--- config.mk ---
export PLATFORM = sky130hd
export DESIGN_NAME = touch_limit_irq_status
export DESIGN_NICKNAME = d
export VERILOG_FILES = /design/src/inc/limit_flag_pkg.sv /design/src/inc/flag_bank_if.sv /design/src/verilog/flag_bank.sv /design/src/verilog/touch_limit_irq_status.sv
export VERILOG_INCLUDE_DIRS = /design/src /design/src/inc
export SDC_FILE = /design/constraint.sdc
export NUM_CORES = 1
export LEC_CHECK = 0
export ABC_CLOCK_PERIOD_IN_PS = 1450
export BUFFER_PORTS_ARGS = -buffer_cell sky130_fd_sc_hd__buf_2
export CORE_UTILIZATION = 30
export CTS_CLUSTER_SIZE = 24
export DETAILED_ROUTE_END_ITERATION = 16
export MAX_ROUTING_LAYER = met4
export PLACE_DENSITY = 0.54
export SYNTH_ARGS = -nofsm -noshare
export SYNTH_HDL_FRONTEND = slang
export SYNTH_SLANG_ARGS = --single-unit
--- constraint.sdc ---
create_clock -name ref_clk -period 1.45 [get_ports ref_clk]
set_clock_uncertainty 0.05 [all_clocks]
set_input_delay 0.29 -clock ref_clk [delete_from_list [all_inputs] [get_ports ref_clk]]
set_output_delay 0.29 -clock ref_clk [all_outputs]
set_load 0.005 [all_outputs]
--- src/inc/limit_flag_map.svh ---
`ifndef LIMIT_FLAG_MAP_SVH
`define LIMIT_FLAG_MAP_SVH
`define LOW_LIMIT_FLAG_STATUS_ADDR  10'h008
`define HIGH_LIMIT_FLAG_STATUS_ADDR 10'h009
`define LIMIT_FLAG_RESET            12'h000
`define UNUSED_BITS_VALUE           4'h0
`define STAGE_COUNT                 12
`define RDATA_IDLE                  16'h0000
`define IRQ_IDLE                    1'b1
`endif

--- src/inc/limit_flag_pkg.sv ---
package limit_flag_pkg;
  typedef logic [11:0] stage_vec_t;
  typedef logic [15:0] reg_word_t;
endpackage : limit_flag_pkg

--- src/inc/flag_bank_if.sv ---
`timescale 1ns/1ps
interface flag_bank_if;
  logic [11:0] exceeded;
  logic        read_strobe;
  logic [11:0] flags;
  modport owner (input exceeded, input read_strobe, output flags);
  modport user  (output exceeded, output read_strobe, input flags);
endinterface : flag_bank_if

--- src/verilog/flag_bank.sv ---
`timescale 1ns/1ps
`include "limit_flag_map.svh"
module flag_bank
  import limit_flag_pkg::*;
(
  input wire logic   ref_clk,
  input wire logic   rst_b,
  flag_bank_if.owner bank
);
  stage_vec_t flag_q;
  stage_vec_t next_flag;

  // Set wins over the read clear, so a crossing in the read cycle survives
  genvar n;
  generate
    for (n = 0; n < `STAGE_COUNT; n++) begin : g_stage
      assign next_flag[n] = bank.exceeded[n] | (flag_q[n] & ~bank.read_strobe);
    end
  endgenerate

  always_ff @(posedge ref_clk or negedge rst_b) begin
    if (!rst_b) begin
      flag_q <= `LIMIT_FLAG_RESET;
    end else begin
      flag_q <= next_flag;
    end
  end

  assign bank.flags = flag_q;
endmodule : flag_bank

--- src/verilog/touch_limit_irq_status.sv ---
`timescale 1ns/1ps
`include "limit_flag_map.svh"
module touch_limit_irq_status
  import limit_flag_pkg::*;
(
  input  wire logic        ref_clk,
  input  wire logic        rst_b,
  input  wire logic [11:0] low_exceeded,
  input  wire logic [11:0] high_exceeded,
  input  wire logic [11:0] stage_upper_limit_irq_gate,
  input  wire logic [9:0]  reg_addr,
  input  wire logic        reg_read,
  output      logic [15:0] reg_rdata,
  output      logic        irq_b
);
  // One bank per limit, so both registers behave identically
  flag_bank_if low_bank ();
  flag_bank_if high_bank ();

  // Answer tracker states, one-hot
  typedef enum logic [1:0] {
    ST_IDLE   = 2'b01,
    ST_ANSWER = 2'b10
  } answer_state_t;

  // Exact compare; any other address reads zero and clears nothing
  function automatic logic addr_match(
    input logic [9:0] addr,
    input logic [9:0] target
  );
    addr_match = (addr == target);
  endfunction : addr_match

  // Top nibble forced here so no stale bits can leak out
  function automatic reg_word_t pack_word(
    input stage_vec_t flags
  );
    pack_word = {`UNUSED_BITS_VALUE, flags};
  endfunction : pack_word

  // One interrupt source: a set high flag behind an open gate
  function automatic logic irq_source(
    input logic flag,
    input logic gate
  );
    irq_source = flag & gate;
  endfunction : irq_source

  // Register select
  wire logic sel_low;
  wire logic sel_high;
  wire logic hit_low;
  wire logic hit_high;
  wire logic hit_any;

  assign sel_low  = addr_match(reg_addr, `LOW_LIMIT_FLAG_STATUS_ADDR);
  assign sel_high = addr_match(reg_addr, `HIGH_LIMIT_FLAG_STATUS_ADDR);
  assign hit_low  = reg_read & sel_low;
  assign hit_high = reg_read & sel_high;
  assign hit_any  = hit_low | hit_high;

  // Comparator levels enter directly: they share this clock
  assign low_bank.exceeded     = low_exceeded;
  assign low_bank.read_strobe  = hit_low;
  assign high_bank.exceeded    = high_exceeded;
  assign high_bank.read_strobe = hit_high;

  flag_bank u_low (
    .ref_clk (ref_clk),
    .rst_b   (rst_b),
    .bank    (low_bank)
  );

  flag_bank u_high (
    .ref_clk (ref_clk),
    .rst_b   (rst_b),
    .bank    (high_bank)
  );

  // Per-stage view of both banks and of the interrupt sources
  stage_vec_t low_view;
  stage_vec_t high_view;
  stage_vec_t irq_src;

  genvar s;
  generate
    for (s = 0; s < `STAGE_COUNT; s++) begin : g_stage
      assign low_view[s]  = low_bank.flags[s];
      assign high_view[s] = high_bank.flags[s];
      assign irq_src[s]   = irq_source(high_bank.flags[s],
                                       stage_upper_limit_irq_gate[s]);
    end
  endgenerate

  // End stages named, so the bit order is easy to check on a trace
  wire logic stage_zero_low_flag;
  wire logic stage_eleven_low_flag;
  wire logic stage_zero_high_flag;
  wire logic stage_eleven_high_flag;

  assign stage_zero_low_flag    = low_view[0];
  assign stage_eleven_low_flag  = low_view[11];
  assign stage_zero_high_flag   = high_view[0];
  assign stage_eleven_high_flag = high_view[11];

  // Stage n lands on bit n
  wire stage_vec_t low_ordered;
  wire stage_vec_t high_ordered;

  assign low_ordered  = {stage_eleven_low_flag, low_view[10:1],
                         stage_zero_low_flag};
  assign high_ordered = {stage_eleven_high_flag, high_view[10:1],
                         stage_zero_high_flag};

  // Readback selection
  wire reg_word_t low_word;
  wire reg_word_t high_word;
  wire reg_word_t picked_word;
  wire reg_word_t next_rdata;

  assign low_word    = pack_word(low_ordered);
  assign high_word   = pack_word(high_ordered);
  assign picked_word = hit_high ? high_word : low_word;

  // Idle cycles read as zero, so old data is never replayed
  assign next_rdata  = hit_any ? picked_word : `RDATA_IDLE;

  // Interrupt combine
  wire logic irq_any;
  wire logic next_irq_b;

  // Low-limit flags never raise the pin; only gated high flags do
  assign irq_any    = |irq_src;
  assign next_irq_b = ~irq_any;

  // Answer tracker: read data reloads on every read cycle and on the cycle after the last read cycle, while in the answer state
  answer_state_t state_q;
  answer_state_t next_state;
  wire logic     load_rdata;

  always_comb begin
    case (state_q)
      ST_IDLE: begin
        next_state = hit_any ? ST_ANSWER : ST_IDLE;
      end
      ST_ANSWER: begin
        next_state = hit_any ? ST_ANSWER : ST_IDLE;
      end
      default: begin
        next_state = ST_IDLE;
      end
    endcase
  end

  // Any state but idle reloads, so a corrupted state still clears the data
  assign load_rdata = hit_any | (state_q != ST_IDLE);

  always_ff @(posedge ref_clk or negedge rst_b) begin
    if (!rst_b) begin
      state_q <= ST_IDLE;
    end else begin
      state_q <= next_state;
    end
  end

  // Read data register
  always_ff @(posedge ref_clk or negedge rst_b) begin
    if (!rst_b) begin
      reg_rdata <= `RDATA_IDLE;
    end else if (load_rdata) begin
      reg_rdata <= next_rdata;
    end
  end

  // Registered so the pin never glitches while flags settle
  always_ff @(posedge ref_clk or negedge rst_b) begin
    if (!rst_b) begin
      irq_b <= `IRQ_IDLE;
    end else begin
      irq_b <= next_irq_b;
    end
  end
endmodule : touch_limit_irq_status
==> metrics.txt <==
Hold/Removal Path Class in -> reg; Slew Viols, Final 0; Starting DRT DRC Count 52; Final min period 1.28 ns; commonest cells in the netlist 37 x dfrtp_1, 24 x a21o_1, 24 x mux2i_1; NumNets Final 246; Total GRT Usage roughly 14%; CTS tree yes; internal power 1.55 mW; clk_lat worst skew 0.29 ns; Post-Synthesis Cells about 130; GPL Wtd Cong around 0.74; CP max stage delay roughly 0.52 ns; clock slew at reported path FFs 0.08 ns; CP startpoint state_q[0]$_DFF_PN1_; H-tree levels 2; post-DR vias/cell 4.62; Yosys reg bits 39; Num CTS Buffers 5; Netlist cell types 23; Synth Warn # 0; number of diodes 0; Total Wirelength 3820 microns; Max clock buf depth 2; CP arrival 1.44 ns; P_leak 1.05 nW; Post-route DRC 0; RSZ-0062 raised after global routing false; DIE WIDTH 76.7 microns; # setup viols final 0; area leader, netlist dfrtp_1; Comb pwr share under 10%; slowest CP cell dfstp_2; die height 76.7 microns; I/O pins 66; IO Port Bufs 61; Async SR Flop Fraction 100%; Yosys top cell area share 55.3%; vias in the first global route 1292; kind of critical path reg -> reg; Fin Hold WS between 0.1 and 0.15 ns; Post-synth EDFFs 0; clk root buf clkbuf_8; clock power share 34.0%; Core ar. 5240 sq um; GRT overflow 0; # clock sinks 39; Top FF cell, synth dfrtp_1; f_max 780 MHz; Seq/Total Area, Yosys 58.5%; Setup crit start kind register; FP Rows 26; critical path peak fanout 12; Post-CTS Setup Bufs 0; Tcrit/Tclk final 88.4%; area grow syn2layout 29.1%; Worst EP required about 1.6 ns; Syn Std Cell Area 1670 sq um; Pwr Density 936 nW/um^2; outcome complete, no violations; post-CTS sizing 0; effective utilization at floorplan a little under a third; Max Cap Viol 0; top cells by area, synth dfrtp_1 55%, mux2i_1 14%, a21o_1 11%, dfstp_2 3.1%, nand2_1 2.7%; sw power 470 uW; Via Count 1234; CP Cell Sequence ha_1, nand2_1, mux2i_1; CP endpoint kind register; VDD IR max around 0.56 mV; Sequential Power Share 56.1%; layout cells sized above 1 a little over two fifths; Final Hold Viols 0; post-route setup TNS 0 ns; die area 5880 sq um; drt pass-1 iters 2; Hold Crit Start low_exceeded[3]; r2r startpoint state_q[0]$_DFF_PN1_; Mean Syn Cell Area ~13 sq um; Sw Share 23.2%; initial antenna violation count 0; Routed Antenna Nets 0; count leader, synth dfrtp_1; largest net degree at the start of global routing 19; routed length per instance between 10 and 15 microns; first-pass GRT wire length 6170 microns
power groups by stage:
stage / clock network, mW / registers (mW) / logic [mW]
floorplan: 0 / 1.16 / 0.0668
global placement: 0 / 1.15 / 0.195
detailed placement: 0 / 1.16 / 0.203
CTS: 0.718 / 1.13 / 0.206
global route: 0.767 / 1.14 / 0.223
finish: 0.687 / 1.13 / 0.201
worst max-delay path: cells and delay by family (launching register included):
family,cells,cell delay (ns)
flops,1,0.52
mux,1,0.16
simple gates,1,0.10
fa+ha+maj,1,0.37
area by class of cell:
type	count	area, sq um
Tap cell	70	87.6
Timing Repair Buffer	69	368
Fill cell	523	3080
Clock inverter	3	15.0
Sequential cell	39	978
Multi-Input combinational cell	80	638
Inverter	1	3.75
Clock buffer	5	68.8
sequential cells by signal, indices dropped and copies added, names as in the netlist:
signal and flops:
state_q 2, irq_b 1, u_high.bank.flags 12, reg_rdata 12, u_low.bank.flags 12
placed cells by master, fill, tap and decap left out, types with 3 or more instances in the layout:
master    instances
buf_2            61
dfrtp_1          37
a21o_1           24
mux2i_1          24
nand2_1          12
buf_4             7
clkbuf_8          5
conb_1            4
a22o_1            3
a221oi_1          3
clkinv_2          3
cell families after synthesis:
kind of cell	count (synthesis)	synth area share (%)
mux	24	14.4
flops	39	58.5
buf+inv	11	4.04
compound gates	30	13.9
fa+ha+maj	1	0.748
simple gates	21	8.23
other cells	1	0.224
timing repair:
| action | 4_1_cts | 5_1_grt |
|---|---|---|
| endpoints found under the hold margin | 14 | 0 |
| setup endpoints to repair | 0 | 0 |
| hold buffers | 1 | 0 |
per-layer routing:
| layer | vias to the layer above | share of wire, % | global-route usage, % |
|---|---|---|---|
| li1 | 584 | - | - |
| met1 | 608 | 44 | 16.7 |
| met2 | 37 | 51 | 23.1 |
| met3 | 5 | 4.3 | 4.29 |
| met4 | 0 | 1.4 | 4.62 |
| met5 | - | 0 | - |
path summary, 6_finish.rpt:
path,endpoint,slack (ns),cells after the start
min in group asynchronous,reg_rdata[10]$_DFFE_PN0P_,0.41,2
setup / recovery,reg_rdata[4]$_DFFE_PN0P_,0.17,3
setup reg to reg,reg_rdata[4]$_DFFE_PN0P_,0.17,3
hold reg to reg,u_low.bank.flags[8]$_DFF_PN0_,0.43,1
max in group asynchronous,u_low.bank.flags[0]$_DFF_PN0_,0.40,3
hold / removal,u_low.bank.flags[3]$_DFF_PN0_,0.13,2
stage by stage:
| step | cells | power [mW] | worst slack, ns | instance area, sq um | util [%] |
|---|---|---|---|---|---|
| 6_report | 267 | 2.02 | 0.168 | 2160 | 41.2 |
| 3_5_place_dp | 258 | 1.36 | 0.00374 | 2070 | 39.4 |
| 3_3_place_gp | 258 | 1.35 | 0.0453 | 2070 | 39.4 |
| 4_1_cts | 267 | 2.06 | 0.135 | 2160 | 41.2 |
| 2_1_floorplan | 130 | 1.22 | 0.169 | 1680 | - |
| 5_1_grt | 267 | 2.13 | 0.0516 | 2160 | 41.2 |
(Power assumes the default switching activity.)
